## src/hdl/buck_seq_pkg.sv

```systemverilog
`default_nettype none
package buck_seq_pkg;
  // ----------------------------------------------------------------
  // Timing
  // ----------------------------------------------------------------
  localparam int CLK_NS       = 10;
  localparam int ON_TIME_NS   = 500;
  localparam int DEAD_NS      = 20;
  localparam int MIN_OFF_NS   = 250;
  localparam int BLANK_NS     = 100;
  localparam int FOLD_STEP_NS = 1000;
  localparam int UV_FILTER_US = 25;
  localparam int PG_BLANK_US  = 25;
  localparam int ON_CYC       = (ON_TIME_NS + CLK_NS - 1) / CLK_NS;
  localparam int DEAD_CYC     = (DEAD_NS + CLK_NS - 1) / CLK_NS;
  localparam int MIN_OFF_CYC  = (MIN_OFF_NS + CLK_NS - 1) / CLK_NS;
  localparam int BLANK_CYC    = (BLANK_NS + CLK_NS - 1) / CLK_NS;
  localparam int FOLD_CYC     = (FOLD_STEP_NS + CLK_NS - 1) / CLK_NS;
  localparam int UV_CYC       = (UV_FILTER_US * 1000 + CLK_NS - 1) / CLK_NS;
  localparam int PG_CYC       = (PG_BLANK_US * 1000 + CLK_NS - 1) / CLK_NS;
  localparam int SS_STEP_DEF  = 125;
  localparam int RETRY_SS_CNT = 20;
  // ----------------------------------------------------------------
  // Soft start, retry, limit and mode codes
  // ----------------------------------------------------------------
  // Reference code in 1 mV steps: 800 mV final
  localparam logic [9:0]  SS_FINAL    = 10'h320;
  localparam int          RETRY_STEPS = RETRY_SS_CNT * int'(SS_FINAL);
  localparam logic [1:0]  LIM_HALF    = 2'h1;
  localparam logic [1:0]  LIM_3Q      = 2'h2;
  localparam logic [1:0]  LIM_FULL    = 2'h3;
  localparam logic [1:0]  LIM_RST     = LIM_FULL;
  localparam logic        PS_RST      = 1'b1;
  localparam logic        DRV_RST     = 1'b1;
  localparam logic [10:0] MODE1_LO    = 11'h000;
  localparam logic [10:0] MODE1_HI    = 11'h064;
  localparam logic [10:0] MODE2_LO    = 11'h12a;
  localparam logic [10:0] MODE2_HI    = 11'h130;
  localparam logic [10:0] MODE3_LO    = 11'h1ee;
  localparam logic [10:0] MODE3_HI    = 11'h1f8;
  localparam logic [10:0] MODE4_LO    = 11'h384;
  localparam logic [10:0] MODE4_HI    = 11'h44c;
  localparam int          SYNC_W      = 22;
  // ----------------------------------------------------------------
  // States
  // ----------------------------------------------------------------
  typedef enum logic [1:0] {
    SEQ_STOP  = 2'h0,
    SEQ_SOFT  = 2'h1,
    SEQ_RUN   = 2'h3,
    SEQ_RETRY = 2'h2
  } seq_e;
  typedef enum logic [1:0] {
    PH_WAIT = 2'h0,
    PH_ON   = 2'h1,
    PH_DEAD = 2'h3,
    PH_LOW  = 2'h2
  } phase_e;
endpackage
`default_nettype wire

```

## src/hdl/buck_switch_protection_sequencer.sv

```systemverilog
`default_nettype none
module buck_switch_protection_sequencer #(
  parameter int SS_STEP_CYC = buck_seq_pkg::SS_STEP_DEF
) (
  input  wire logic        clk,
  input  wire logic        arst_n,
  input  wire logic        rampCross,
  input  wire logic        zeroCross,
  input  wire logic        overLimit,
  input  wire logic        fbUnder,
  input  wire logic        fbOver,
  input  wire logic        tempHot,
  input  wire logic        fbAboveRamp,
  input  wire logic        fbInWindow,
  input  wire logic        enable,
  input  wire logic        limitPinHigh,
  input  wire logic        limitPinLow,
  input  wire logic [10:0] modeKohm,
  output logic             hsOn,
  output logic             lsOn,
  output logic      [9:0]  ssRefCode,
  output logic      [1:0]  limitLevel,
  output logic             powerSaveOn,
  output logic             drvRegOn,
  output logic             outputGood,
  output logic             goodPullOe,
  output logic             discontinuous,
  output logic             uvFault
);
  typedef struct packed {
    buck_seq_pkg::seq_e   seq;
    buck_seq_pkg::phase_e ph;
    logic [7:0]           phCnt;
    logic                 ocHold;
    logic                 discontinuous_conduction;
    logic [2:0]           dcmRun;
    logic [9:0]           foldCnt;
    logic [9:0]           ssRef;
    logic [11:0]          ssPre;
    logic [13:0]          retryCnt;
    logic [11:0]          uvCnt;
    logic [11:0]          pgCnt;
    logic                 good;
    logic                 pullOe;
    logic                 otHold;
    logic                 uvf;
    logic                 hs;
    logic                 ls;
    logic [1:0]           lim;
    logic                 ps;
    logic                 drv;
  } seq_s;

  seq_s s_r;
  seq_s s_nxt;

  logic [buck_seq_pkg::SYNC_W-1:0] rawPins;
  logic [buck_seq_pkg::SYNC_W-1:0] syncPins;
  logic [10:0]                     sMode;
  logic                            sRamp;
  logic                            sZero;
  logic                            sLimit;
  logic                            sUnder;
  logic                            sOver;
  logic                            sHot;
  logic                            sAbove;
  logic                            sWindow;
  logic                            sEn;
  logic                            sLimHigh;
  logic                            sLimLow;

  // ----------------------------------------------------------------
  // Helpers
  // ----------------------------------------------------------------
  function automatic logic inRange(
    input logic [10:0] v,
    input logic [10:0] lo,
    input logic [10:0] hi
  );
    inRange = (v >= lo) && (v <= hi);
  endfunction

  // ----------------------------------------------------------------
  // Comparator and pin inputs cross into the clock domain
  // ----------------------------------------------------------------
  assign rawPins = {modeKohm, rampCross, zeroCross, overLimit, fbUnder, fbOver,
                    tempHot, fbAboveRamp, fbInWindow, enable, limitPinHigh,
                    limitPinLow};

  pin_sync #(
    .W (buck_seq_pkg::SYNC_W)
  ) u_pin_sync (
    .clk    (clk),
    .arst_n (arst_n),
    .d      (rawPins),
    .q      (syncPins)
  );

  assign {sMode, sRamp, sZero, sLimit, sUnder, sOver, sHot, sAbove, sWindow,
          sEn, sLimHigh, sLimLow} = syncPins;

  // ----------------------------------------------------------------
  // Next state
  // ----------------------------------------------------------------
  always_comb
  begin
    logic stepTick;
    logic hotTrip;
    logic swOk;
    logic goodWant;
    stepTick = 1'b0;
    hotTrip  = 1'b0;
    swOk     = 1'b0;
    goodWant = 1'b0;
    s_nxt    = s_r;

    // Mode follows the pin on the fly; an unrecognised value keeps the last
    if (inRange(sMode, buck_seq_pkg::MODE1_LO, buck_seq_pkg::MODE1_HI))
    begin
      s_nxt.ps  = 1'b1;
      s_nxt.drv = 1'b1;
    end
    else if (inRange(sMode, buck_seq_pkg::MODE2_LO, buck_seq_pkg::MODE2_HI))
    begin
      s_nxt.ps  = 1'b0;
      s_nxt.drv = 1'b1;
    end
    else if (inRange(sMode, buck_seq_pkg::MODE3_LO, buck_seq_pkg::MODE3_HI))
    begin
      s_nxt.ps  = 1'b0;
      s_nxt.drv = 1'b0;
    end
    else if (inRange(sMode, buck_seq_pkg::MODE4_LO, buck_seq_pkg::MODE4_HI))
    begin
      s_nxt.ps  = 1'b1;
      s_nxt.drv = 1'b0;
    end

    // Neither strap sensed means the pin floats
    if (sLimHigh)
      s_nxt.lim = buck_seq_pkg::LIM_FULL;
    else if (sLimLow)
      s_nxt.lim = buck_seq_pkg::LIM_HALF;
    else
      s_nxt.lim = buck_seq_pkg::LIM_3Q;

    // ----------------------------------------------------------------
    // Start-up sequencer
    // ----------------------------------------------------------------
    stepTick = (s_r.ssPre == 12'(SS_STEP_CYC - 1));
    s_nxt.ssPre = stepTick ? 12'h000 : s_r.ssPre + 12'h001;
    // A hot die while the inductor current is discontinuous is not acted on
    hotTrip = sHot && !s_r.discontinuous_conduction;
    if (hotTrip)
      s_nxt.otHold = 1'b1;
    else if (!sHot)
      s_nxt.otHold = 1'b0;
    s_nxt.uvCnt = 12'h000;

    unique case (s_r.seq)
      buck_seq_pkg::SEQ_STOP:
      begin
        s_nxt.ssRef = 10'h000;
        if (sEn && !s_r.otHold)
        begin
          s_nxt.seq   = buck_seq_pkg::SEQ_SOFT;
          s_nxt.ssPre = 12'h000;
        end
      end
      buck_seq_pkg::SEQ_SOFT:
      begin
        if (s_r.ssRef == buck_seq_pkg::SS_FINAL)
          s_nxt.seq = buck_seq_pkg::SEQ_RUN;
        else if (stepTick)
          s_nxt.ssRef = s_r.ssRef + 10'h001;
      end
      buck_seq_pkg::SEQ_RUN:
      begin
        // Only armed here, after the reference has reached its end value
        if (sUnder)
        begin
          if (s_r.uvCnt == 12'(buck_seq_pkg::UV_CYC))
          begin
            s_nxt.seq      = buck_seq_pkg::SEQ_RETRY;
            s_nxt.uvf      = 1'b1;
            s_nxt.retryCnt = 14'h0000;
            s_nxt.ssPre    = 12'h000;
          end
          else
            s_nxt.uvCnt = s_r.uvCnt + 12'h001;
        end
      end
      buck_seq_pkg::SEQ_RETRY:
      begin
        s_nxt.ssRef = 10'h000;
        if (stepTick)
        begin
          if (s_r.retryCnt == 14'(buck_seq_pkg::RETRY_STEPS - 1))
          begin
            s_nxt.seq = buck_seq_pkg::SEQ_SOFT;
            s_nxt.uvf = 1'b0;
          end
          else
            s_nxt.retryCnt = s_r.retryCnt + 14'h0001;
        end
      end
    endcase

    // Enable low and thermal trip win over every sequencer state
    if (!sEn || hotTrip)
    begin
      s_nxt.seq   = buck_seq_pkg::SEQ_STOP;
      s_nxt.ssRef = 10'h000;
      s_nxt.uvf   = 1'b0;
    end

    // ----------------------------------------------------------------
    // Switch phase
    // ----------------------------------------------------------------
    // Next sequencer state, so a fault stops both switches on the edge it is declared
    swOk = (s_nxt.seq == buck_seq_pkg::SEQ_SOFT || s_nxt.seq == buck_seq_pkg::SEQ_RUN)
           && sEn && !hotTrip
           && !sOver
           && !(s_nxt.seq == buck_seq_pkg::SEQ_SOFT && sAbove);

    if (!swOk)
    begin
      s_nxt.ph      = buck_seq_pkg::PH_WAIT;
      s_nxt.phCnt   = 8'h00;
      s_nxt.foldCnt = 10'h000;
    end
    else
    begin
      unique case (s_r.ph)
        buck_seq_pkg::PH_WAIT:
        begin
          if (s_r.foldCnt != 10'h000)
            s_nxt.foldCnt = s_r.foldCnt - 10'h001;
          else if (sRamp && !s_r.ocHold)
          begin
            s_nxt.ph    = buck_seq_pkg::PH_ON;
            s_nxt.phCnt = 8'(buck_seq_pkg::ON_CYC - 1);
          end
        end
        buck_seq_pkg::PH_ON:
        begin
          if (s_r.phCnt == 8'h00)
          begin
            s_nxt.ph    = buck_seq_pkg::PH_DEAD;
            s_nxt.phCnt = 8'(buck_seq_pkg::DEAD_CYC - 1);
          end
          else
            s_nxt.phCnt = s_r.phCnt - 8'h01;
        end
        buck_seq_pkg::PH_DEAD:
        begin
          if (s_r.phCnt == 8'h00)
          begin
            s_nxt.ph    = buck_seq_pkg::PH_LOW;
            s_nxt.phCnt = 8'h00;
          end
          else
            s_nxt.phCnt = s_r.phCnt - 8'h01;
        end
        buck_seq_pkg::PH_LOW:
        begin
          if (s_r.phCnt != 8'(buck_seq_pkg::MIN_OFF_CYC))
            s_nxt.phCnt = s_r.phCnt + 8'h01;
          // Switching noise makes the first samples of the sense worthless
          if (s_r.phCnt >= 8'(buck_seq_pkg::BLANK_CYC))
            s_nxt.ocHold = sLimit;
          if (s_r.ps && sZero)
          begin
            s_nxt.ph      = buck_seq_pkg::PH_WAIT;
            s_nxt.discontinuous_conduction     = 1'b1;
            s_nxt.ocHold  = 1'b0;
            // Each further light-load cycle in a row adds one fold step, up to seven steps
            s_nxt.foldCnt = 10'(s_r.dcmRun * buck_seq_pkg::FOLD_CYC);
            if (s_r.dcmRun != 3'h7)
              s_nxt.dcmRun = s_r.dcmRun + 3'h1;
          end
          else if (s_r.phCnt >= 8'(buck_seq_pkg::MIN_OFF_CYC - 1)
                   && s_r.phCnt >= 8'(buck_seq_pkg::BLANK_CYC)
                   && sRamp && !s_r.ocHold)
          begin
            s_nxt.ph     = buck_seq_pkg::PH_WAIT;
            s_nxt.dcmRun = 3'h0;
            // Only a ramp-ended low side proves continuous current again
            s_nxt.discontinuous_conduction    = 1'b0;
          end
        end
      endcase
    end

    // Outputs registered from the phase they belong to
    s_nxt.hs = (s_nxt.ph == buck_seq_pkg::PH_ON);
    s_nxt.ls = (s_nxt.ph == buck_seq_pkg::PH_LOW);

    // ----------------------------------------------------------------
    // Output good with blanking
    // ----------------------------------------------------------------
    // Window comparator thresholds sit at -10 % and +20 % of reference
    goodWant = sWindow;
    if (s_r.seq != buck_seq_pkg::SEQ_RUN)
    begin
      s_nxt.good  = 1'b0;
      s_nxt.pgCnt = 12'h000;
    end
    else if (goodWant != s_r.good)
    begin
      if (s_r.pgCnt == 12'(buck_seq_pkg::PG_CYC - 1))
      begin
        s_nxt.good  = goodWant;
        s_nxt.pgCnt = 12'h000;
      end
      else
        s_nxt.pgCnt = s_r.pgCnt + 12'h001;
    end
    else
      s_nxt.pgCnt = 12'h000;
    s_nxt.pullOe = !s_nxt.good;
  end

  // ----------------------------------------------------------------
  // State register; lockout release is the reset
  // ----------------------------------------------------------------
  always_ff @(posedge clk or negedge arst_n)
  begin
    if (!arst_n)
    begin
      s_r          <= '0;
      s_r.seq      <= buck_seq_pkg::SEQ_STOP;
      s_r.ph       <= buck_seq_pkg::PH_WAIT;
      s_r.pullOe   <= 1'b1;
      s_r.lim      <= buck_seq_pkg::LIM_RST;
      s_r.ps       <= buck_seq_pkg::PS_RST;
      s_r.drv      <= buck_seq_pkg::DRV_RST;
    end
    else
      s_r <= s_nxt;
  end

  assign hsOn          = s_r.hs;
  assign lsOn          = s_r.ls;
  assign ssRefCode     = s_r.ssRef;
  assign limitLevel    = s_r.lim;
  assign powerSaveOn   = s_r.ps;
  assign drvRegOn      = s_r.drv;
  assign outputGood    = s_r.good;
  assign goodPullOe    = s_r.pullOe;
  assign discontinuous = s_r.discontinuous_conduction;
  assign uvFault       = s_r.uvf;
endmodule
`default_nettype wire

```

## src/hdl/pin_sync.sv

```systemverilog
`default_nettype none
module pin_sync #(
  parameter int W = 1
) (
  input  wire logic         clk,
  input  wire logic         arst_n,
  input  wire logic [W-1:0] d,
  output logic      [W-1:0] q
);
  typedef struct packed {
    logic [W-1:0] s1;
    logic [W-1:0] s2;
    logic [W-1:0] s3;
    logic [W-1:0] q;
  } sync_s;

  sync_s s_r;
  sync_s s_nxt;

  // ----------------------------------------------------------------
  // Three stages; a bit moves only when stages two and three agree
  // ----------------------------------------------------------------
  always_comb
  begin
    s_nxt    = s_r;
    s_nxt.s1 = d;
    s_nxt.s2 = s_r.s1;
    s_nxt.s3 = s_r.s2;
    s_nxt.q  = (~(s_r.s2 ^ s_r.s3) & s_r.s3) | ((s_r.s2 ^ s_r.s3) & s_r.q);
  end

  always_ff @(posedge clk or negedge arst_n)
  begin
    if (!arst_n)
      s_r <= '0;
    else
      s_r <= s_nxt;
  end

  assign q = s_r.q;
endmodule
`default_nettype wire

```

## config.mk

```make
export PLATFORM = sky130hd
export DESIGN_NAME = buck_switch_protection_sequencer
export DESIGN_NICKNAME = d
export VERILOG_FILES = /design/src/hdl/buck_seq_pkg.sv /design/src/hdl/buck_switch_protection_sequencer.sv /design/src/hdl/pin_sync.sv
export SDC_FILE = /design/constraint.sdc
export NUM_CORES = 1
export LEC_CHECK = 0
export ABC_AREA = 1
export BUFFER_PORTS_ARGS = -buffer_cell sky130_fd_sc_hd__buf_2
export CAP_MARGIN = 20
export CORE_MARGIN = 3
export CORE_UTILIZATION = 50
export DETAILED_ROUTE_END_ITERATION = 10
export PLACE_DENSITY = 0.78
export SYNTH_ARGS = -nofsm -noshare
export SYNTH_HDL_FRONTEND = slang
export SYNTH_SLANG_ARGS = --single-unit
```

## constraint.sdc

```tcl
create_clock -name clk -period 3.9 [get_ports clk]
set_clock_uncertainty 0.05 [all_clocks]
set_input_delay 0.39 -clock clk [delete_from_list [all_inputs] [get_ports clk]]
set_output_delay 0.39 -clock clk [all_outputs]
set_load 0.01 [all_outputs]
```

==> out/metrics.cfg, run 1 <==
[outcome]
status=completed

[sta]
post-route-min-period_ns=2.381
timing.setup.tns_ns=0
hold_violations=0
slew_headroom_pct=53.83
worst_pin_slew_ns=0.6926
fmax_mhz=420.1
slew_viol_final=0
setup_viol=0
period_share_pct=61.04
rsz0062_at_grt=no

[worst_setup_path]
critPathMaxFanout=19
worstPathArrival_ns=2.65
critPathKind=flop to flop
startpoint_type=flop
crit_required_ns=4.17
cp-end-kind=flop
reg2reg_slack_ns=1.52

[final_layout]
final_nets=987
final_cells=1170
insertedDiodeCount=0
final_layout_size_suffix_gt1_share_pct=12.89
area.growth.synth_to_final_pct=12.71
fillers=1354

[clocking]
clk_latency_ns=0.43
cts_buffers=17
cts.repair.resized=0
clockBufferDepth=2
cts-root-buf=clkbuf_16
post_cts_buffers=0
cts_tree=yes
cts.htree.levels=4
cts.sinks=185
clkTransAtPathRegs_ns=0.07

[route]
via_count=6105
dr.pass1.iters=7
first_iter_violations=512
drtAntennaViolNets=0
wl_per_cell_um=13.29
wirelength_um=15550
drc=0
viasPerCell=5.218

[logic_synthesis]
ys_seq_area_share_pct=54.91
ys_ff_latch=185
yosysTopAreaCell=dfrtp_1
syn_inst=890
synth_top_area_share_pct=53.35
synthTopCellsByCount=dfrtp_1 (180), nand2_1 (131), inv_1 (110)
syn-cell-area_sq_um=8443
synth_nets=936
synth_cell_type_count=51
yosysMostFrequentCell=dfrtp_1
ys_warn_count=0
synth-edff-count=0
async_flop_share_pct=100.0
synthTopCellsByArea=dfrtp_1 (53%), nand2_1 (5.8%), inv_1 (4.9%)
yosys_most_used_dff=dfrtp_1
synth_area_per_cell_sq_um=9.487

[global_routing]
gr-total-overflow=0
grt_pass1_wl_um=27510
antenna_found_initial=0
grt_pass1_vias=5992
grtUsageTotal_pct=18.29
grt_start_max_net_pins=92

[die]
io_pins=44
floorplan.initialDensity_pct=52.02
die_height_um=135.9
core_region_area_sq_um=16230
die_w_um=135.9
std_cell_rows=46
die_area_sq_um=18480

[pwr]
power_mw=4.155
p_leak_nw=4.247
ir_worst_vdd_uv=354.4
p_per_area_nw_per_um2=436.6

[place]
io_buffers=43
dp_hpwl_um=10720
placed_cells=1128
gp_congestion=0.9079

[flow_run]
maxCapViolCount=0

[hold_path]
hold_path_class=primary input to flop

## layout by cell type, fill, tap and decap left out, types with 22 or more instances in the layout
master | synthesis | final
a21oi_1 | 42 | 42
buf_2 | 3 | 42
dfrtp_1 | 180 | 180
ha_1 | 22 | 22
inv_1 | 110 | 110
maj3_1 | 22 | 22
nand2_1 | 131 | 131
nand3_1 | 55 | 55
nor2_1 | 89 | 89
nor3_1 | 32 | 32
o21ai_0 | 33 | 33
xor2_1 | 24 | 24
## final timing paths
path	from	endpoint	cells past startpoint
min in group asynchronous	arst_n	u_pin_sync.s_nxt[58]	2
min reg2reg	u_pin_sync.s_nxt[56]	u_pin_sync.s_nxt[34]	0
max reg2reg	s_r[95]	s_r[37]	9
max in group asynchronous	arst_n	s_r[45]	3
max	s_r[95]	s_r[37]	9
min	fbUnder	u_pin_sync.s_nxt[51]	1
## where the power goes
| part | switching (mW) | total (mW) | internal, mW |
|---|---|---|---|
| clock | 0.748 | 1.77 | 1.03 |
| sequential | 0.0718 | 2.09 | 2.02 |
| combinational | 0.182 | 0.290 | 0.107 |
## layer usage
| layer | wire (um) | up-vias | part of all wire (%) | track usage (%) |
|---|---|---|---|---|
| li1 | - | 3021 | - | - |
| met1 | 7382 | 2918 | 47 | 24.96 |
| met2 | 7353 | 143 | 47 | 29.62 |
| met3 | 585 | 23 | 3.8 | 4.071 |
| met4 | 226 | 0 | 1.5 | 5.375 |
| met5 | 0 | - | 0 | 0 |
## what timing repair did
| item | in CTS | in global routing |
|---|---|---|
| setup endpoints to repair | 0 | 0 |
| hold buffers | 7 | 3 |
| endpoints found under the hold margin | 72 | 3 |
## worst max-delay path, cell delays in order (launching register included)
cell and delay (ns):
dfrtp_1 0.41, inv_1 0.11, ha_1 0.40, clkinv_1 0.34
a21oi_2 0.27, nand2_2 0.23, inv_2 0.23, nand3_1 0.09
o21ai_0 0.09, nor2_1 0.05
## final cells by class
type | count | area (sq um) | area share [%]
flip-flops and latches | 185 | 4636 | 48.71
well taps | 216 | 270.3 | 2.840
clock buffers | 18 | 429.2 | 4.510
inverters | 117 | 440.4 | 4.628
clock inverters | 14 | 185.2 | 1.946
multi-input cells | 564 | 3209 | 33.72
repair buffers | 56 | 346.6 | 3.642
## stage by stage
step	cell area [sq um]	setup slack [ns]	hold slack (ns)	utilization (%)
2_1_floorplan	8443	2.007	0.04441	-
3_3_place_gp	8802	1.633	0.2824	54.23
3_5_place_dp	8802	1.522	0.2855	54.23
4_1_cts	9487	1.534	0.0006889	58.45
5_1_grt	9517	1.252	0.0003112	58.63
6_report	9517	1.519	0.01684	58.63
## cells by family (layout without fill, tap and decap cells)
| family | after synthesis | in the layout | share of synthesized area (%) |
|---|---|---|---|
| DFF | 185 | 185 | 54.91 |
| buffers and inverters | 141 | 205 | 7.083 |
| xor gates and xnor gates | 30 | 30 | 3.112 |
| adders and majority gates | 44 | 44 | 5.868 |
| and+or+nand+nor | 363 | 363 | 19.96 |
| muxes | 1 | 1 | 0.1186 |
| AOI/OAI and AO/OA | 126 | 126 | 8.951 |
(Power assumes the default switching activity.)
==> inputs of run 2 (changes only) <==
Clock period 3.9 ns to 2.5 ns, I/O delays scaled along.
==> out/metrics.cfg, run 2 (same netlist as run 1, synthesis figures left out) <==
[worst_setup_path]
critPathMaxStageDelay_ns=0.38
crit_chain=inv_1 > ha_1 > nand3b_1 > nor2_1 > inv_2 > nor2_2 > nand3_1 > o21ai_1 > nand2_1 > inv_2 > nand2_1 > o21ai_0 > nor2_2
cp_num_buf_inv=3
worstPathArrival_ns=2.49
critPathMaxFanout=6
slowest_stage=dfrtp_1
worst_path_dominant_cell_family=simple AND/OR/NAND/NOR gates
crit_required_ns=2.76
critPathKind=flop to flop
reg2reg_slack_ns=0.27
cp-end-kind=flop
startpoint_type=flop

[sta]
slew_viol_final=0
timing.setup.tns_ns=0
post-route-min-period_ns=2.227
finalWorstSetupSlack_ns=0.2728
worst_pin_slew_ns=0.5454
rsz0062_at_grt=no
setup_viol=0
period_share_pct=89.09
slew_headroom_pct=63.36
hold_violations=0
fin_hold_ws_ns=0.2861
fmax_mhz=449.0

[global_routing]
gr-total-overflow=0
grt_start_max_net_pins=61
grtUsageTotal_pct=18.35
grt_pass1_wl_um=27570
grt_pass1_vias=6086
antenna_found_initial=0

[die]
die_height_um=135.9
core_region_area_sq_um=16230
floorplan.initialDensity_pct=52.02
die_w_um=135.9
die_area_sq_um=18480
std_cell_rows=46
io_pins=44

[final_layout]
layout_commonest_cell=dfrtp_1
final_nets=1006
postLayoutCellArea_sq_um=9684
insertedDiodeCount=0
fillers=1345
layout_common_cells=dfrtp_1 (180), nand2_1 (130), inv_1 (110)
final_layout_size_suffix_gt1_share_pct=13.36
area.growth.synth_to_final_pct=14.70

[pwr]
p_per_area_nw_per_um2=662.1
power_mw=6.412
p_int_mw=4.837
pwr-share-comb_pct=7.3
p_leak_nw=4.329
seq_power_share_pct=50.8
ir_worst_vdd_uv=544.2
p_sw_share_pct=24.57
clock_power_share_pct=41.9
switching_power_mw=1.575

[place]
gp_congestion=0.9223
place_ws_ns=0.3359
placed_cell_area_sq_um=8860
io_buffers=43
dp_hpwl_um=10820

[route]
wl_per_cell_um=12.99
wirelength_um=15440
first_iter_violations=491
viasPerCell=5.160
dr.pass1.iters=5
via_count=6135
drtAntennaViolNets=0
drc=0

[clocking]
clockBufferDepth=2
clkTransAtPathRegs_ns=0.07
cts_buffers=17
cts.sinks=185
cts_tree=yes
clk_latency_ns=0.42
cts-root-buf=clkbuf_16
cts.htree.levels=4

[flow_run]
maxCapViolCount=0

[outcome]
status=completed

[hold_path]
hold_path_class=primary input to async pin

[run 2: power groups by stage]
stage	sequential [mW]	combinational [mW]	clock, mW
detailed placement	3.31	0.445	0
global route	3.28	0.542	2.88
CTS	3.26	0.475	2.75
finish	3.26	0.470	2.69
global placement	3.31	0.433	0
floorplan	3.29	0.282	0
[run 2: path summary, 6_finish.rpt]
kind / start / end / cells after the start
worst min register to register: u_pin_sync.s_nxt[48] / u_pin_sync.s_nxt[26] / 0
min in group clk: u_pin_sync.s_nxt[48] / u_pin_sync.s_nxt[26] / 0
worst min-delay path: arst_n / u_pin_sync.s_nxt[57] / 2
max in group asynchronous: arst_n / goodPullOe / 3
worst max-delay path: s_r[70] / s_r[86] / 13
worst max register to register: s_r[70] / s_r[86] / 13
[run 2: worst register-to-register path: stages (launching register included)]
cell	delay (ns)
dfrtp_1	0.38
inv_1	0.11
ha_1	0.20
nand3b_1	0.10
nor2_1	0.16
inv_2	0.07
nor2_2	0.15
nand3_1	0.09
o21ai_1	0.19
nand2_1	0.23
inv_2	0.17
nand2_1	0.06
o21ai_0	0.11
nor2_2	0.05
[run 2: what timing repair did]
item,in CTS,in global routing
buffers inserted,0,0
gates resized for setup,0,1
endpoints found under the hold margin,75,0
setup endpoints to repair,0,1
hold buffers,23,0
[run 2: area by class of cell]
class	instances	area, sq um	area share (%)
clock buffer	18	429.2	4.432
clock inverter	14	162.7	1.680
timing repair buffer	75	534.3	5.517
multi-input combinational	564	3212	33.17
inverter	117	440.4	4.548
tap	216	270.3	2.791
sequential	185	4636	47.87
[run 2: routing by layer]
layer / GRT usage [%] / vias to the layer above / routed length [um]
met5: 0 / - / 0
met4: 6.327 / 0 / 237
met3: 3.479 / 22 / 551
met2: 29.54 / 122 / 7228
met1: 25.17 / 2919 / 7426
li1: - / 3072 / -
[run 2: per-stage QoR]
step / utilization, % / instances
floorplan: - / 890
global placement: 54.59 / 1134
detailed placement: 54.59 / 1134
CTS: 59.65 / 1189
global route: 59.67 / 1189
finish: 59.67 / 1189
==> inputs of run 3 (changes only) <==
Settings changed: ABC_AREA 1 to unset.
==> out/metrics.cfg, run 3 <==
[sta]
worst_pin_slew_ns=0.7126
finalWorstSetupSlack_ns=-0.2392
slew_headroom_pct=52.40
hold_violations=0
post-route-min-period_ns=2.739
rsz0062_at_grt=yes
setup_viol=29
fin_hold_ws_ns=0.2991
fmax_mhz=365.1
period_share_pct=109.6
slew_viol_final=0

[clocking]
cts_buffers=17
clk_latency_ns=0.44
cts-root-buf=clkbuf_16
cts_tree=yes
cts.sinks=185
cts.htree.levels=4
clkTransAtPathRegs_ns=0.07
clockBufferDepth=2

[die]
core_region_area_sq_um=15890
floorplan.initialDensity_pct=51.25
std_cell_rows=46
die_w_um=133.6
die_area_sq_um=17850
die_height_um=133.6
io_pins=44

[final_layout]
layout_commonest_cell=dfrtp_1
final_layout_size_suffix_gt1_share_pct=20.32
final_nets=919
insertedDiodeCount=0
area.growth.synth_to_final_pct=23.02
layout_common_cells=dfrtp_1 (180), nor2_1 (86), buf_4 (60)
fillers=1235

[logic_synthesis]
yosys_most_used_dff=dfrtp_1
synthTopCellsByCount=dfrtp_1 (180), nor2_1 (92), nand2_1 (51)
async_flop_share_pct=100.0
ys_seq_area_share_pct=56.94
synth_top_area_share_pct=55.33
syn-cell-area_sq_um=8142
ys_ff_latch=185
synth_nets=803
synthTopCellsByArea=dfrtp_1 (55%), nor2_1 (4.2%), ha_1 (3.4%)
synth_area_per_cell_sq_um=10.76
ys_warn_count=0
yosysMostFrequentCell=dfrtp_1
synth_cell_type_count=62
yosysTopAreaCell=dfrtp_1
synth-edff-count=0
syn_inst=757

[place]
dp_hpwl_um=11230
io_buffers=43
gp_congestion=0.8867

[route]
wl_met2_um=8708
drtAntennaViolNets=0
first_iter_violations=404
wl_per_cell_um=15.67
viasPerCell=5.493
dr.pass1.iters=5
highest_layer=met4
wl_met3_um=696
drc=0
wirelength_um=17260
wl_met1_um=7545
via_count=6053

[global_routing]
grt_pass1_vias=6029
gr-total-overflow=0
grtUsageTotal_pct=20.27
grt_pass1_wl_um=29280
antenna_found_initial=0
grt_start_max_net_pins=81

[pwr]
clock_power_share_pct=43.4
p_per_area_nw_per_um2=660.5
switching_power_mw=1.632
ir_worst_vdd_uv=554.6
seq_power_share_pct=49.0
pwr-share-comb_pct=7.6
p_int_mw=4.984
power_mw=6.616
p_leak_nw=4.411
p_sw_share_pct=24.66

[worst_setup_path]
crit_chain=or4_4 > or4_4 > or4_4 > a221oi_4 > or2_4 > buf_12 > buf_16 > nor2_1
cp-end-kind=flop
critPathMaxFanout=6
path_common_cell=or4_4
cp_num_buf_inv=2
critPathMaxStageDelay_ns=0.53
startpoint_type=flop
worstPathArrival_ns=3.02
crit_required_ns=2.78
worst_path_dominant_cell_family=simple AND/OR/NAND/NOR gates
slowest_stage=or4_4
critPathKind=flop to flop

[outcome]
status=finished with violations
violations=setup timing

[hold_path]
hold_path_class=flop to flop

[flow_run]
maxCapViolCount=0

run 3: changes by cell type after synthesis, sizes merged, moves of 9 or more:
cell / delta
nand4: -14
xnor2: +17
nand2b: +10
nor3: -17
nand2: -88
a21oi: -23
clkbuf: +14
inv: -85
nand3: -19
or4: +9
nor2: -10
or3: +10
and3: +17
run 3: path summary, 6_finish.rpt:
check	start	end	slack, ns	cells after the start
setup / recovery	s_r[55]	s_r[70]	-0.24	8
hold / removal	u_pin_sync.s_nxt[54]	u_pin_sync.s_nxt[32]	0.30	0
setup reg to reg	s_r[55]	s_r[70]	-0.24	8
hold reg to reg	u_pin_sync.s_nxt[54]	u_pin_sync.s_nxt[32]	0.30	0
max in group asynchronous	arst_n	s_r[39]	1.41	3
min in group asynchronous	arst_n	async pin	0.34	2
run 3: cell families after synthesis:
kind of cell	count (synthesis)	synth area share (%)
flip-flops	185	56.94
adder cells (fa/ha/maj)	44	6.086
multiplexers	2	0.2459
AO/OA/AOI/OAI	133	10.85
buffers and inverters	65	3.919
XOR/XNOR	44	4.733
AND/OR/NAND/NOR	284	17.23
run 3: final cells by class:
| cell class | instances | area (sq um) | area share, % |
|---|---|---|---|
| Clock buffer | 17 | 425.4 | 4.247 |
| Clock inverter | 15 | 207.7 | 2.074 |
| Inverter | 30 | 112.6 | 1.124 |
| Multi-Input combinational cell | 507 | 3337 | 33.32 |
| Sequential cell | 185 | 4636 | 46.28 |
| Tap cell | 216 | 270.3 | 2.698 |
| Timing Repair Buffer | 132 | 1027 | 10.26 |
run 3: metal layers:
metal	track usage (%)	vias to the layer above
met1	26.07	2987
met2	34.31	144
met3	4.721	25
met4	6.343	0
li1	-	2897
met5	0	-
run 3: worst register-to-register path: stages (launching register included):
cell and delay (ns):
dfrtp_1 0.38, or4_4 0.53, or4_4 0.47, or4_4 0.44, a221oi_4 0.25, or2_4 0.23
buf_12 0.12, buf_16 0.11, nor2_1 0.04
run 3: stage by stage:
step / setup TNS (ns) / setup slack, ns / cells / area (sq um) / util (%)
floorplan: -5.122 / -0.2363 / 757 / 8170 / -
global placement: -3.325 / -0.1791 / 1041 / 8946 / 56.32
detailed placement: -4.194 / -0.2003 / 1041 / 8946 / 56.32
CTS: -4.959 / -0.2412 / 1103 / 9941 / 62.58
global route: -7.297 / -0.2982 / 1102 / 10020 / 63.05
finish: -5.231 / -0.2392 / 1102 / 10020 / 63.05
run 3: power groups by stage:
stage | Combinational, mW | Clock [mW] | Sequential [mW]
2_1_floorplan | 0.235 | 0 | 3.28
3_3_place_gp | 0.439 | 0 | 3.28
3_5_place_dp | 0.456 | 0 | 3.29
4_1_cts | 0.509 | 2.91 | 3.24
5_1_grt | 0.564 | 3.05 | 3.25
6_report | 0.503 | 2.87 | 3.24
run 3: repair_timing:
action | in CTS | in global routing
hold endpoints to repair | 91 | 0
cloned | 2 | 0
setup endpoints to repair | 29 | 33
buffers inserted | 5 | 1
resized for setup | 10 | 25
hold buffers | 23 | 0
pin swaps | 2 | 4
